File: src/hw/uart_shadow_pkg.sv
// constants, register map and carrier types for the shadow buffer uart
// assumes one 10 MHz clock and an apb slave with 32-bit data
package uart_shadow_pkg;

  // clock and serial timing
  localparam int CLK_HZ = 10_000_000;
  localparam int BAUD_RATE = 115_200;
  localparam int BIT_CYCLES = CLK_HZ / BAUD_RATE;
  localparam int HALF_BIT_CYCLES = BIT_CYCLES / 2;
  localparam int BAUD_CNT_W = 8;
  localparam int DATA_BITS = 8;

  // fifo geometry
  localparam int FIFO_DEPTH = 16;
  localparam int PTR_W = 4;
  localparam int CNT_W = 5;
  localparam logic [CNT_W-1:0] FIFO_FULL_COUNT = CNT_W'(FIFO_DEPTH);

  // register map, byte addresses
  localparam logic [31:0] ALIAS_BASE_ADDR = 32'h5000_1130;
  localparam logic [31:0] ALIAS_14_ADDR = 32'h5000_1168;
  localparam logic [31:0] ALIAS_15_ADDR = 32'h5000_116c;
  localparam logic [31:0] CTRL_ADDR = 32'h5000_1200;
  localparam logic [31:0] LINE_STATUS_ADDR = 32'h5000_1204;
  localparam logic [31:0] LEVEL_ADDR = 32'h5000_1208;

  // reset values
  localparam logic [31:0] ALIAS_RESET = 32'h0000_0000;
  localparam logic [31:0] CTRL_RESET = 32'h0000_0000;

  typedef struct packed {
    logic [29:0] zero;
    logic ir_mode;
    logic fifo_en;
  } fifo_control_t;

  typedef struct packed {
    logic [24:0] zero_hi;
    logic tx_idle;
    logic tx_holding_empty;
    logic [2:0] zero_lo;
    logic overrun;
    logic rx_data_ready;
  } line_status_t;

  typedef struct packed {
    logic [18:0] zero_hi;
    logic [CNT_W-1:0] rx_level;
    logic [2:0] zero_lo;
    logic [CNT_W-1:0] tx_level;
  } level_t;

  typedef struct packed {
    logic sel;
    logic enable;
    logic write;
    logic [31:0] addr;
    logic [31:0] wdata;
  } apb_req_t;

  typedef enum logic [1:0] {TX_IDLE, TX_LOAD, TX_SHIFT} tx_state_t;
  typedef enum logic [1:0] {RX_IDLE, RX_START, RX_DATA, RX_STOP} rx_state_t;

endpackage : uart_shadow_pkg

File: src/hw/byte_fifo_ram.sv
// byte storage for one fifo, one write and one registered read port
// assumes pointers are kept by the instantiating fifo logic
`timescale 1ns/1ps
module byte_fifo_ram import uart_shadow_pkg::*; (
  input wire logic clk,
  input wire logic rstn,
  input wire logic wr_en,
  input wire logic [PTR_W-1:0] wr_addr,
  input wire logic [7:0] wr_data,
  input wire logic [PTR_W-1:0] rd_addr,
  output logic [7:0] rd_data
);

  logic [7:0] mem [FIFO_DEPTH];

  always_ff @(posedge clk) begin
    if (wr_en) begin
      mem[wr_addr] <= wr_data;
    end
  end

  // read data lags the address by one cycle
  always_ff @(posedge clk) begin
    if (!rstn) begin
      rd_data <= 8'h00;
    end else begin
      rd_data <= mem[rd_addr];
    end
  end

endmodule : byte_fifo_ram

File: src/hw/uart_shadow_buffer_access.sv
// uart data path behind the sixteen shadow receive/transmit alias words
// assumes an apb master on SYS_CLK; SIN and SIR_IN are asynchronous pins
//
// The APB slave port was decided locally.
`timescale 1ns/1ps

module uart_shadow_buffer_access import uart_shadow_pkg::*; (
  input wire logic SYS_CLK,
  input wire logic RSTN,
  input wire logic PSEL,
  input wire logic PENABLE,
  input wire logic PWRITE,
  input wire logic [31:0] PADDR,
  input wire logic [31:0] PWDATA,
  output logic [31:0] PRDATA,
  output logic PREADY,
  output logic PSLVERR,
  input wire logic SIN,
  input wire logic SIR_IN,
  output logic SOUT,
  output logic SIR_OUT_N
);

  apb_req_t req;
  logic pready_reg;
  logic [1:0] sin_sync_reg;
  logic [1:0] sir_sync_reg;
  logic rx_prev_reg;
  fifo_control_t ctrl_reg;
  logic overrun_reg;
  // receive side
  logic [PTR_W-1:0] rx_wr_ptr_reg;
  logic [PTR_W-1:0] rx_rd_ptr_reg;
  logic [CNT_W-1:0] rx_count_reg;
  logic [7:0] rx_hold_reg;
  logic rx_hold_valid_reg;
  logic [7:0] rx_ram_data;
  rx_state_t rx_state_reg;
  logic [BAUD_CNT_W-1:0] rx_baud_reg;
  logic [3:0] rx_bit_reg;
  logic [7:0] rx_shift_reg;
  // transmit side
  logic [PTR_W-1:0] tx_wr_ptr_reg;
  logic [PTR_W-1:0] tx_rd_ptr_reg;
  logic [CNT_W-1:0] tx_count_reg;
  logic [7:0] thr_reg;
  logic thr_full_reg;
  logic [7:0] tx_ram_data;
  tx_state_t tx_state_reg;
  logic [BAUD_CNT_W-1:0] tx_baud_reg;
  logic [3:0] tx_bit_reg;
  logic [9:0] tx_frame_reg;

  assign req = '{sel: PSEL, enable: PENABLE, write: PWRITE, addr: PADDR, wdata: PWDATA};

  // apb decode
  wire setup = req.sel && !req.enable && !pready_reg;
  wire alias_hit = (req.addr >= ALIAS_BASE_ADDR) && (req.addr <= ALIAS_15_ADDR)
                   && (req.addr[1:0] == 2'b00);
  wire ctrl_hit = req.addr == CTRL_ADDR;
  wire stat_hit = req.addr == LINE_STATUS_ADDR;
  wire level_hit = req.addr == LEVEL_ADDR;
  wire mapped = alias_hit || ctrl_hit || stat_hit || level_hit;
  wire wr_alias = setup && req.write && alias_hit;
  wire rd_alias = setup && !req.write && alias_hit;
  wire wr_ctrl = setup && req.write && ctrl_hit;
  wire rd_stat = setup && !req.write && stat_hit;

  wire fifo_en = ctrl_reg.fifo_en;
  wire fifo_flush = wr_ctrl && (req.wdata[0] != ctrl_reg.fifo_en);

  // pin synchronisers and receive line selection
  wire rx_line = ctrl_reg.ir_mode ? ~sir_sync_reg[1] : sin_sync_reg[1];

  always_ff @(posedge SYS_CLK) begin
    if (!RSTN) begin
      sin_sync_reg <= 2'b11;
      sir_sync_reg <= 2'b00;
      rx_prev_reg <= 1'b1;
    end else begin
      sin_sync_reg <= {sin_sync_reg[0], SIN};
      sir_sync_reg <= {sir_sync_reg[0], SIR_IN};
      rx_prev_reg <= rx_line;
    end
  end

  // receiver
  wire rx_bit_end = rx_baud_reg == BAUD_CNT_W'(BIT_CYCLES - 1);
  wire rx_half_end = rx_baud_reg == BAUD_CNT_W'(HALF_BIT_CYCLES - 1);
  wire rx_done = (rx_state_reg == RX_STOP) && rx_bit_end && rx_line;
  wire rx_full = rx_count_reg == FIFO_FULL_COUNT;
  wire rx_push = rx_done && fifo_en && !rx_full && !fifo_flush;
  wire rx_pop = rd_alias && fifo_en && (rx_count_reg != '0);
  wire overrun_event = rx_done && (fifo_en ? rx_full
                                           : (rx_hold_valid_reg && !rd_alias));
  wire rx_data_ready = fifo_en ? (rx_count_reg != '0) : rx_hold_valid_reg;
  wire [CNT_W-1:0] rx_count_next = fifo_flush ? '0
                                   : rx_count_reg + CNT_W'(rx_push) - CNT_W'(rx_pop);

  always_ff @(posedge SYS_CLK) begin
    if (!RSTN) begin
      rx_state_reg <= RX_IDLE;
      rx_baud_reg <= '0;
      rx_bit_reg <= '0;
      rx_shift_reg <= 8'h00;
    end else begin
      rx_baud_reg <= rx_baud_reg + BAUD_CNT_W'(1);
      case (rx_state_reg)
        RX_IDLE: begin
          rx_baud_reg <= '0;
          if (rx_prev_reg && !rx_line) begin
            rx_state_reg <= RX_START;
          end
        end
        RX_START: begin
          if (rx_half_end) begin
            rx_baud_reg <= '0;
            rx_bit_reg <= '0;
            rx_state_reg <= rx_line ? RX_IDLE : RX_DATA;
          end
        end
        RX_DATA: begin
          if (rx_bit_end) begin
            rx_baud_reg <= '0;
            rx_shift_reg <= {rx_line, rx_shift_reg[7:1]};
            rx_bit_reg <= rx_bit_reg + 4'h1;
            if (rx_bit_reg == 4'(DATA_BITS - 1)) begin
              rx_state_reg <= RX_STOP;
            end
          end
        end
        RX_STOP: begin
          if (rx_bit_end) begin
            rx_state_reg <= RX_IDLE;
          end
        end
        default: rx_state_reg <= RX_IDLE;
      endcase
    end
  end

  always_ff @(posedge SYS_CLK) begin
    if (!RSTN) begin
      rx_wr_ptr_reg <= '0;
      rx_rd_ptr_reg <= '0;
      rx_count_reg <= '0;
      rx_hold_reg <= 8'h00;
      rx_hold_valid_reg <= 1'b0;
      overrun_reg <= 1'b0;
    end else begin
      rx_count_reg <= rx_count_next;
      rx_wr_ptr_reg <= fifo_flush ? '0 : rx_wr_ptr_reg + PTR_W'(rx_push);
      rx_rd_ptr_reg <= fifo_flush ? '0 : rx_rd_ptr_reg + PTR_W'(rx_pop);
      if (rx_done && !fifo_en) begin
        rx_hold_reg <= rx_shift_reg;
      end
      // arrival wins over a read in the same cycle
      if (rx_done && !fifo_en) begin
        rx_hold_valid_reg <= 1'b1;
      end else if (rd_alias || fifo_flush) begin
        rx_hold_valid_reg <= 1'b0;
      end
      if (overrun_event) begin
        overrun_reg <= 1'b1;
      end else if (rd_stat) begin
        overrun_reg <= 1'b0;
      end
    end
  end

  byte_fifo_ram rx_ram (
    .clk(SYS_CLK),
    .rstn(RSTN),
    .wr_en(rx_push),
    .wr_addr(rx_wr_ptr_reg),
    .wr_data(rx_shift_reg),
    .rd_addr(rx_rd_ptr_reg),
    .rd_data(rx_ram_data)
  );

  // transmit queue
  wire tx_full = tx_count_reg == FIFO_FULL_COUNT;
  wire tx_push = wr_alias && fifo_en && !tx_full && !fifo_flush;
  wire tx_load = tx_state_reg == TX_LOAD;
  wire tx_pop = tx_load && fifo_en && (tx_count_reg != '0);
  wire tx_holding_empty = fifo_en ? (tx_count_reg == '0) : !thr_full_reg;
  wire tx_pending = fifo_en ? (tx_count_reg != '0) : thr_full_reg;
  wire tx_bit_end = tx_baud_reg == BAUD_CNT_W'(BIT_CYCLES - 1);
  wire tx_line = (tx_state_reg == TX_SHIFT) ? tx_frame_reg[0] : 1'b1;
  wire [7:0] tx_byte = fifo_en ? tx_ram_data : thr_reg;
  wire [CNT_W-1:0] tx_count_next = fifo_flush ? '0
                                   : tx_count_reg + CNT_W'(tx_push) - CNT_W'(tx_pop);

  always_ff @(posedge SYS_CLK) begin
    if (!RSTN) begin
      tx_wr_ptr_reg <= '0;
      tx_rd_ptr_reg <= '0;
      tx_count_reg <= '0;
      thr_reg <= 8'h00;
      thr_full_reg <= 1'b0;
    end else begin
      tx_count_reg <= tx_count_next;
      tx_wr_ptr_reg <= fifo_flush ? '0 : tx_wr_ptr_reg + PTR_W'(tx_push);
      tx_rd_ptr_reg <= fifo_flush ? '0 : tx_rd_ptr_reg + PTR_W'(tx_pop);
      if (wr_alias && !fifo_en) begin
        thr_reg <= req.wdata[7:0];
      end
      // a write in the load cycle stays pending for the next frame
      if (wr_alias && !fifo_en) begin
        thr_full_reg <= 1'b1;
      end else if ((tx_load && !fifo_en) || fifo_flush) begin
        thr_full_reg <= 1'b0;
      end
    end
  end

  byte_fifo_ram tx_ram (
    .clk(SYS_CLK),
    .rstn(RSTN),
    .wr_en(tx_push),
    .wr_addr(tx_wr_ptr_reg),
    .wr_data(req.wdata[7:0]),
    .rd_addr(tx_rd_ptr_reg),
    .rd_data(tx_ram_data)
  );

  // transmitter, 8N1 frame, lsb first
  always_ff @(posedge SYS_CLK) begin
    if (!RSTN) begin
      tx_state_reg <= TX_IDLE;
      tx_baud_reg <= '0;
      tx_bit_reg <= '0;
      tx_frame_reg <= 10'h3ff;
    end else begin
      case (tx_state_reg)
        TX_IDLE: begin
          if (tx_pending && !fifo_flush) begin
            tx_state_reg <= TX_LOAD;
          end
        end
        TX_LOAD: begin
          tx_baud_reg <= '0;
          tx_bit_reg <= '0;
          tx_frame_reg <= {1'b1, tx_byte, 1'b0};
          tx_state_reg <= tx_pending ? TX_SHIFT : TX_IDLE;
        end
        TX_SHIFT: begin
          tx_baud_reg <= tx_baud_reg + BAUD_CNT_W'(1);
          if (tx_bit_end) begin
            tx_baud_reg <= '0;
            tx_frame_reg <= {1'b1, tx_frame_reg[9:1]};
            tx_bit_reg <= tx_bit_reg + 4'h1;
            if (tx_bit_reg == 4'(DATA_BITS + 1)) begin
              tx_state_reg <= TX_IDLE;
            end
          end
        end
        default: tx_state_reg <= TX_IDLE;
      endcase
    end
  end

  // serial outputs, infrared output carries tx_line uninverted and idles high
  always_ff @(posedge SYS_CLK) begin
    if (!RSTN) begin
      SOUT <= 1'b1;
      SIR_OUT_N <= 1'b1;
    end else begin
      SOUT <= ctrl_reg.ir_mode ? 1'b1 : tx_line;
      SIR_OUT_N <= ctrl_reg.ir_mode ? tx_line : 1'b1;
    end
  end

  // register read mux
  line_status_t status_word;
  level_t level_word;
  assign status_word = '{zero_hi: '0, tx_idle: (tx_state_reg == TX_IDLE) && !tx_pending,
                         tx_holding_empty: tx_holding_empty, zero_lo: '0,
                         overrun: overrun_reg, rx_data_ready: rx_data_ready};
  assign level_word = '{zero_hi: '0, rx_level: rx_count_reg, zero_lo: '0,
                        tx_level: tx_count_reg};
  wire [7:0] rx_byte = fifo_en ? ((rx_count_reg != '0) ? rx_ram_data : 8'h00)
                               : rx_hold_reg;
  wire [31:0] alias_word = {24'h00_0000, rx_byte};
  wire [31:0] prdata_next = alias_hit ? alias_word
                          : ctrl_hit ? 32'(ctrl_reg)
                          : stat_hit ? 32'(status_word)
                          : level_hit ? 32'(level_word)
                          : 32'h0000_0000;

  always_ff @(posedge SYS_CLK) begin
    if (!RSTN) begin
      ctrl_reg <= CTRL_RESET;
      pready_reg <= 1'b0;
      PRDATA <= ALIAS_RESET;
      PSLVERR <= 1'b0;
    end else begin
      pready_reg <= setup;
      if (setup) begin
        PRDATA <= req.write ? 32'h0000_0000 : prdata_next;
        PSLVERR <= !mapped;
      end else begin
        PSLVERR <= 1'b0;
      end
      if (wr_ctrl) begin
        ctrl_reg <= '{zero: '0, ir_mode: req.wdata[1], fifo_en: req.wdata[0]};
      end
    end
  end

  assign PREADY = pready_reg;

endmodule : uart_shadow_buffer_access

File: config.mk
export PLATFORM = sky130hd
export DESIGN_NAME = uart_shadow_buffer_access
export DESIGN_NICKNAME = d
export VERILOG_FILES = /design/src/hw/uart_shadow_pkg.sv /design/src/hw/byte_fifo_ram.sv /design/src/hw/uart_shadow_buffer_access.sv
export SDC_FILE = /design/constraint.sdc
export NUM_CORES = 1
export LEC_CHECK = 0
export BUFFER_PORTS_ARGS = -buffer_cell sky130_fd_sc_hd__buf_2
export CAP_MARGIN = 30
export CORE_MARGIN = 2
export CORE_UTILIZATION = 60
export CTS_CLUSTER_SIZE = 12
export DETAILED_ROUTE_END_ITERATION = 16
export GPL_ROUTABILITY_DRIVEN = 0
export MAX_ROUTING_LAYER = met4
export PLACE_DENSITY = 0.79
export RECOVER_POWER = 25
export SLEW_MARGIN = 20
export SYNTH_ARGS = -nofsm -noshare
export SYNTH_HDL_FRONTEND = slang
export SYNTH_SLANG_ARGS = --single-unit
File: constraint.sdc
create_clock -name SYS_CLK -period 4.4 [get_ports SYS_CLK]
set_input_delay 0.88 -clock SYS_CLK [delete_from_list [all_inputs] [get_ports SYS_CLK]]
set_output_delay 0.88 -clock SYS_CLK [all_outputs]
set_load 0.005 [all_outputs]
==> results.sh, run 1 <==
export IMPL_rsz0062_at_grt="no"
export IMPL_busiest_layer="met2"
export IMPL_postCtsResizedCells=0
export IMPL_clock_latency_ps=520
export IMPL_cts_sink_count=386
export IMPL_core_mm2=0.0261
export IMPL_arrival_ps=3770
export IMPL_clk_pin_slew_ps=60
export IMPL_cts_htree_levels=2
export IMPL_fmax_ghz=0.295
export IMPL_gr_usage_met2=0.402
export IMPL_fin_skew_ps=12.1
export IMPL_cp_max_fo=10
export IMPL_yosysUniqueCellTypes=70
export IMPL_fp_row_count=59
export IMPL_port_buffers=63
export IMPL_ir_drop_mv=0.336
export IMPL_worstMarginPinSlew_ps=878
export IMPL_finalWirelength_mm=33.2
export IMPL_pre_cts_ws_ps=504
export IMPL_period_needed_ps=3390
export IMPL_io_pins=107
export IMPL_netlist_area_mm2=0.0159
export IMPL_first_global_vias=9541
export IMPL_wl_per_cell_um=21.6
export IMPL_antenna_found_initial=0
export IMPL_power_density_mw_per_mm2=390
export IMPL_cts_root_buffer="clkbuf_16"
export IMPL_synth_top_area_share=0.483
export IMPL_synth_area_top_cells="edfxtp_1, dfxtp_1, mux4_2, ha_1, nor2_1"
export IMPL_required_ps=4770
export IMPL_grt_util_met1=0.327
export IMPL_post_cts_buffers=0
export IMPL_die_y_um=167
export IMPL_path_cells="buf_2 > or4b_1 > a21oi_1 > and4bb_2 > nand2_2 > ha_1 > inv_1 > ha_1 > fa_1 > a21oi_1 > nor2_1 > nor2_1 > xnor2_1 > nor2_1"
export IMPL_setup_viol=0
export IMPL_cts_buffers=39
export IMPL_drive_gt1_frac=0.202
export IMPL_synth_async_sr_flop_share=0
export IMPL_grt_max_degree=47
export IMPL_top_regs="rx_ram.mem (128), tx_ram.mem (128), PRDATA (13)"
export IMPL_status="completed"
export IMPL_floorplan_die_width_um=167
export IMPL_synth_most_common_cell="edfxtp_1"
export IMPL_grt_overflow=0
export IMPL_start_kind="input port"
export IMPL_ys_warn_count=0
export IMPL_cts_tree="done"
export IMPL_synth_seq_cells=386
export IMPL_ant_nets=0
export IMPL_viasPerCell=6.06
export IMPL_drtPass1Iterations=5
export IMPL_setup_slack_ps=1010
export IMPL_synthCells=1084
export IMPL_drt_initial_drc_count=910
export IMPL_area_growth_pct=11.7
export IMPL_seq_area_frac_synth=0.646
export IMPL_cp_end_kind="flip-flop"
export IMPL_crit_top_cell="nor2_1"
export IMPL_leakage_nw=6.04
export IMPL_nFillCells=1656
export IMPL_start_util=0.611
export IMPL_cts_hold_buf=0
export IMPL_cts_buffer_depth=3
export IMPL_fin_nets=1276
export IMPL_synth_top_cells_by_count="edfxtp_1, dfxtp_1, nor2_1, mux4_2, nand2_1"
export IMPL_drv_cap=0
export IMPL_final_setup_tns_ps=0
export IMPL_critPathBufInv=2
export IMPL_avgSynthCellArea_um2=14.7
export IMPL_grtUsageTotal=0.248
export IMPL_cp_slowest_cell="or4b_1"
export IMPL_path_class="input port to flip-flop"
export IMPL_synth_edff_count=256
export IMPL_ys_flop_type="edfxtp_1"
export IMPL_synth_largest_area_cell="edfxtp_1"
export IMPL_slew_headroom=0.414
export IMPL_slew_violations=0
export IMPL_place_hpwl_mm=21.4
export IMPL_grt_pass1_wl_mm=52.4
export IMPL_slowest_delay_ps=510
export IMPL_hp_class="flip-flop to flip-flop"
export IMPL_die_area_mm2=0.0279
export IMPL_hold_violations=0
export IMPL_finalCritPeriodShare=0.771
export IMPL_drc=0
export IMPL_diodes=0
export IMPL_grtUsageMet3=0.0480
export IMPL_vias=9314
export IMPL_cp_top_family="simple AND/OR/NAND/NOR gates"
## power by group
group          switching, mW  internal (mW)  total, mW
clock                   1.28           1.71       2.99
combinational         0.0725         0.0290      0.102
sequential           0.00368           3.85       3.85
total                   1.35           5.59       6.94
## logic make-up after synthesis
kind of cell,count (synthesis),synth area share
DFF,386,0.646
other,1,0.000236
and+or+nand+nor,319,0.107
buffers and inverters,100,0.0299
AOI/OAI and AO/OA,112,0.0459
muxes,101,0.127
adders and majority gates,33,0.0269
xor gates and xnor gates,32,0.0176
## layout by cell type, fill, tap and decap left out, types with 17 or more instances in the layout
cell,netlist,final
a21oi_1,39,39
and2_1,34,34
buf_2,8,55
buf_4,20,38
clkbuf_1,37,31
clkbuf_16,0,39
conb_1,1,19
dfxtp_1,130,128
edfxtp_1,256,256
ha_1,31,31
inv_1,26,26
mux2i_1,19,19
mux4_2,80,80
nand2_1,63,63
nand3_1,20,20
nor2_1,90,90
nor3_1,19,19
o21ai_0,17,17
## through the flow
stage          power (mW)  std cells  hold WS, ps  utilization  cell area [um2]
2_1_floorplan        3.98       1102          386            -            16000
3_3_place_gp         4.02       1465          416        0.639            16600
3_5_place_dp         4.03       1466          420        0.639            16700
4_1_cts              6.98       1537          441        0.683            17800
5_1_grt              7.14       1537          452        0.682            17800
6_report             6.94       1537          435        0.682            17800
## final cells by class
type | count | area [um2] | share of cell area
clock buffer | 64 | 1100 | 0.0618
timing repair buffer | 102 | 594 | 0.0334
multi-input combinational | 616 | 5230 | 0.294
inverter | 27 | 101 | 0.00570
tap | 335 | 419 | 0.0236
sequential | 386 | 10300 | 0.579
clock inverter | 7 | 43.8 | 0.00246
## path summary, 6_finish.rpt
path / to / depth (start not counted) / slack (ps) / from
hold reg to reg: sin_sync_reg[1]$_SDFF_PN1_ / 1 / 430 / sin_sync_reg[0]$_SDFF_PN1_
setup reg to reg: rx_count_reg[4]$_SDFF_PP0_ / 14 / 1020 / rx_baud_reg[0]$_SDFF_PN0_
hold / removal: sin_sync_reg[1]$_SDFF_PN1_ / 1 / 430 / sin_sync_reg[0]$_SDFF_PN1_
setup / recovery: tx_count_reg[4]$_SDFF_PP0_ / 14 / 1010 / PADDR[1]
## routing by layer
| metal | vias to the layer above | wire length (um) |
|---|---|---|
| met1 | 4649 | 13800 |
| met3 | 56 | 2440 |
| met5 | - | 0 |
| li1 | 4243 | - |
| met2 | 366 | 16300 |
| met4 | 0 | 601 |
Power figures use the tool's default switching activity.
==> inputs of run 2 (changes only) <==
--- a/config.mk
+++ b/config.mk
@@ -8,12 +8,12 @@
 export BUFFER_PORTS_ARGS = -buffer_cell sky130_fd_sc_hd__buf_2
 export CAP_MARGIN = 30
 export CORE_MARGIN = 2
-export CORE_UTILIZATION = 60
+export CORE_UTILIZATION = 54
 export CTS_CLUSTER_SIZE = 12
 export DETAILED_ROUTE_END_ITERATION = 16
 export GPL_ROUTABILITY_DRIVEN = 0
 export MAX_ROUTING_LAYER = met4
-export PLACE_DENSITY = 0.79
+export PLACE_DENSITY = 0.75
 export RECOVER_POWER = 25
 export SLEW_MARGIN = 20
 export SYNTH_ARGS = -nofsm -noshare
==> constraint.sdc (replaced) <==
create_clock -name SYS_CLK -period 2.8 [get_ports SYS_CLK]
set_input_delay 0.56 -clock SYS_CLK [delete_from_list [all_inputs] [get_ports SYS_CLK]]
set_output_delay 0.56 -clock SYS_CLK [all_outputs]
set_load 0.005 [all_outputs]
==> run 2 against run 1 <==
Net effect:
- global-route usage decreased by 2.1 points
- first-iteration DRC count decreased by 14%
- cell area increased by 5.5%
- non-clock buffer count increased by 64
- final cell count increased by 7.4%
- sequential power increased by 57%
- combinational power increased by 79%
- die area increased by 11%
- via count increased by 2.3%
- highest routed layer unchanged
==> results.sh, run 2 (synthesis results as in run 1) <==
export IMPL_vias=9524
export IMPL_fp_row_count=62
export IMPL_path_class="flip-flop to flip-flop"
export IMPL_power_internal_mw=8.94
export IMPL_slew_violations=0
export IMPL_arrival_ps=3140
export IMPL_grtUsageMet3=0.0372
export IMPL_place_hpwl_mm=22.1
export IMPL_grt_pass1_wl_mm=52.8
export IMPL_cp_max_fo=4
export IMPL_fin_skew_ps=12.6
export IMPL_final_cell_mix="edfxtp_1, dfxtp_1, nor2_1"
export IMPL_io_pins=107
export IMPL_fin_hold_ws_ps=230
export IMPL_leakage_nw=6.46
export IMPL_clock_latency_ps=520
export IMPL_area_growth_pct=17.9
export IMPL_drtPass1Iterations=5
export IMPL_top_regs="rx_ram.mem (128), tx_ram.mem (128), PRDATA (13)"
export IMPL_drv_cap=0
export IMPL_ant_nets=0
export IMPL_busiest_layer="met2"
export IMPL_required_ps=3200
export IMPL_core_mm2=0.0289
export IMPL_path_cells="nor4bb_4 > nand4_1 > or3_4 > o2111ai_4 > ha_4 > inv_2 > ha_4 > fa_2 > a21oi_2 > nor2_1 > nor2_1 > xnor2_1 > nor2_1"
export IMPL_floorplan_die_width_um=176
export IMPL_nFillCells=1984
export IMPL_cts_buffers=39
export IMPL_fin_nets=1340
export IMPL_finalWirelength_mm=33.1
export IMPL_gr_usage_met2=0.364
export IMPL_p_sw_mw=2.11
export IMPL_p_seq_frac=0.548
export IMPL_grtUsageTotal=0.227
export IMPL_hold_violations=0
export IMPL_layout_commonest_cell="edfxtp_1"
export IMPL_sw_frac_of_total=0.191
export IMPL_die_y_um=176
export IMPL_wl_per_cell_um=20.1
export IMPL_ir_drop_mv=0.346
export IMPL_slew_headroom=0.448
export IMPL_port_buffers=63
export IMPL_period_needed_ps=2740
export IMPL_drive_gt1_frac=0.262
export IMPL_hp_class="input port to flip-flop"
export IMPL_cp_end_kind="flip-flop"
export IMPL_worstMarginPinSlew_ps=827
export IMPL_critPathLaunch="PREADY$_SDFF_PN0_"
export IMPL_min_delay_start="SIN"
export IMPL_drt_initial_drc_count=781
export IMPL_viasPerCell=5.77
export IMPL_crit_top_cell="nor2_1"
export IMPL_finalCritPeriodShare=0.978
export IMPL_power_density_mw_per_mm2=589
export IMPL_antenna_found_initial=0
export IMPL_cts_tree="done"
export IMPL_p_comb_frac=0.017
export IMPL_grt_util_met1=0.310
export IMPL_clk_pin_slew_ps=60
export IMPL_start_util=0.552
export IMPL_cp_slowest_cell="or3_4"
export IMPL_grt_max_degree=35
export IMPL_drc=0
export IMPL_fin_util=0.650
export IMPL_slowest_delay_ps=440
export IMPL_clockPowerShare=0.436
export IMPL_rsz0062_at_grt="yes"
export IMPL_cts_hold_buf=0
export IMPL_cts_root_buffer="clkbuf_16"
export IMPL_timing_rr_start="PREADY$_SDFF_PN0_"
export IMPL_grt_overflow=0
export IMPL_diodes=0
export IMPL_die_area_mm2=0.0309
export IMPL_first_global_vias=9618
export IMPL_fmax_ghz=0.365
export IMPL_cts_buffer_depth=3
export IMPL_status="completed"
export IMPL_cts_sink_count=386
export IMPL_cts_htree_levels=2
export IMPL_start_kind="flip-flop"
export IMPL_setup_viol=0
run 2: cell types whose count changed in the layout (fill, tap and decap cells not counted), moves of 3 or more:
cell / change
buf_12: +16
a21oi_1: -4
inv_6: -3
nor4_1: -6
a21oi_2: +3
nor4_2: +4
ha_1: -4
ha_4: +3
buf_4: +46
run 2: layout make-up:
cell class              count  area [um2]  share of cell area
clock buffers              67        1170              0.0625
clock inverters             4        16.3            0.000867
repair buffers            166        1270              0.0679
flip-flops and latches    386       10300               0.549
inverters                  27         101             0.00540
multi-input cells         616        5430               0.289
well taps                 384         480              0.0256
run 2: final timing paths:
path / slack (ps) / depth (start not counted) / to
max reg2reg: 60 / 13 / rx_count_reg[4]$_SDFF_PP0_
min: 230 / 2 / sin_sync_reg[0]$_SDFF_PN1_
min reg2reg: 430 / 1 / sin_sync_reg[1]$_SDFF_PN1_
max: 60 / 13 / rx_count_reg[4]$_SDFF_PP0_
run 2: power by group through the flow:
stage          logic [mW]  registers (mW)  clock network (mW)
2_1_floorplan      0.0846            6.17                   0
3_3_place_gp        0.174            6.17                   0
3_5_place_dp        0.179            6.17                   0
4_1_cts             0.181            6.05                4.93
5_1_grt             0.203            6.05                5.13
6_report            0.183            6.05                4.82
run 2: timing repair:
item,in CTS,in global routing
pin swaps,3,10
endpoints found under the setup margin,2,11
buffers inserted,2,1
resized for setup,4,11
run 2: metal layers:
layer	vias to the layer above	wire (um)
li1	4390	-
met1	4755	14300
met2	336	15900
met3	43	2290
met4	0	583
met5	-	0
run 2: metrics by stage:
step / TNS [ps] / cell area, um2 / cells / worst slack [ps] / power, mW
finish: 0 / 18800 / 1650 / 61.1 / 11.0
global route: -46.3 / 18800 / 1650 / -41.2 / 11.4
CTS: 0 / 18700 / 1649 / 7.77 / 11.2
detailed placement: -4690 / 17500 / 1576 / -522 / 6.35
global placement: -5500 / 17500 / 1576 / -450 / 6.34
floorplan: -1490 / 16100 / 1102 / -446 / 6.25
run 2: critical path: cells and delay by family, from the launching register on:
kind                       cells  cell delay (ps)
and+or+nand+nor                6             1090
xor gates and xnor gates       1              120
adders and majority gates      3              670
AOI/OAI and AO/OA              2              360
buffers and inverters          1               40
DFF                            1              340
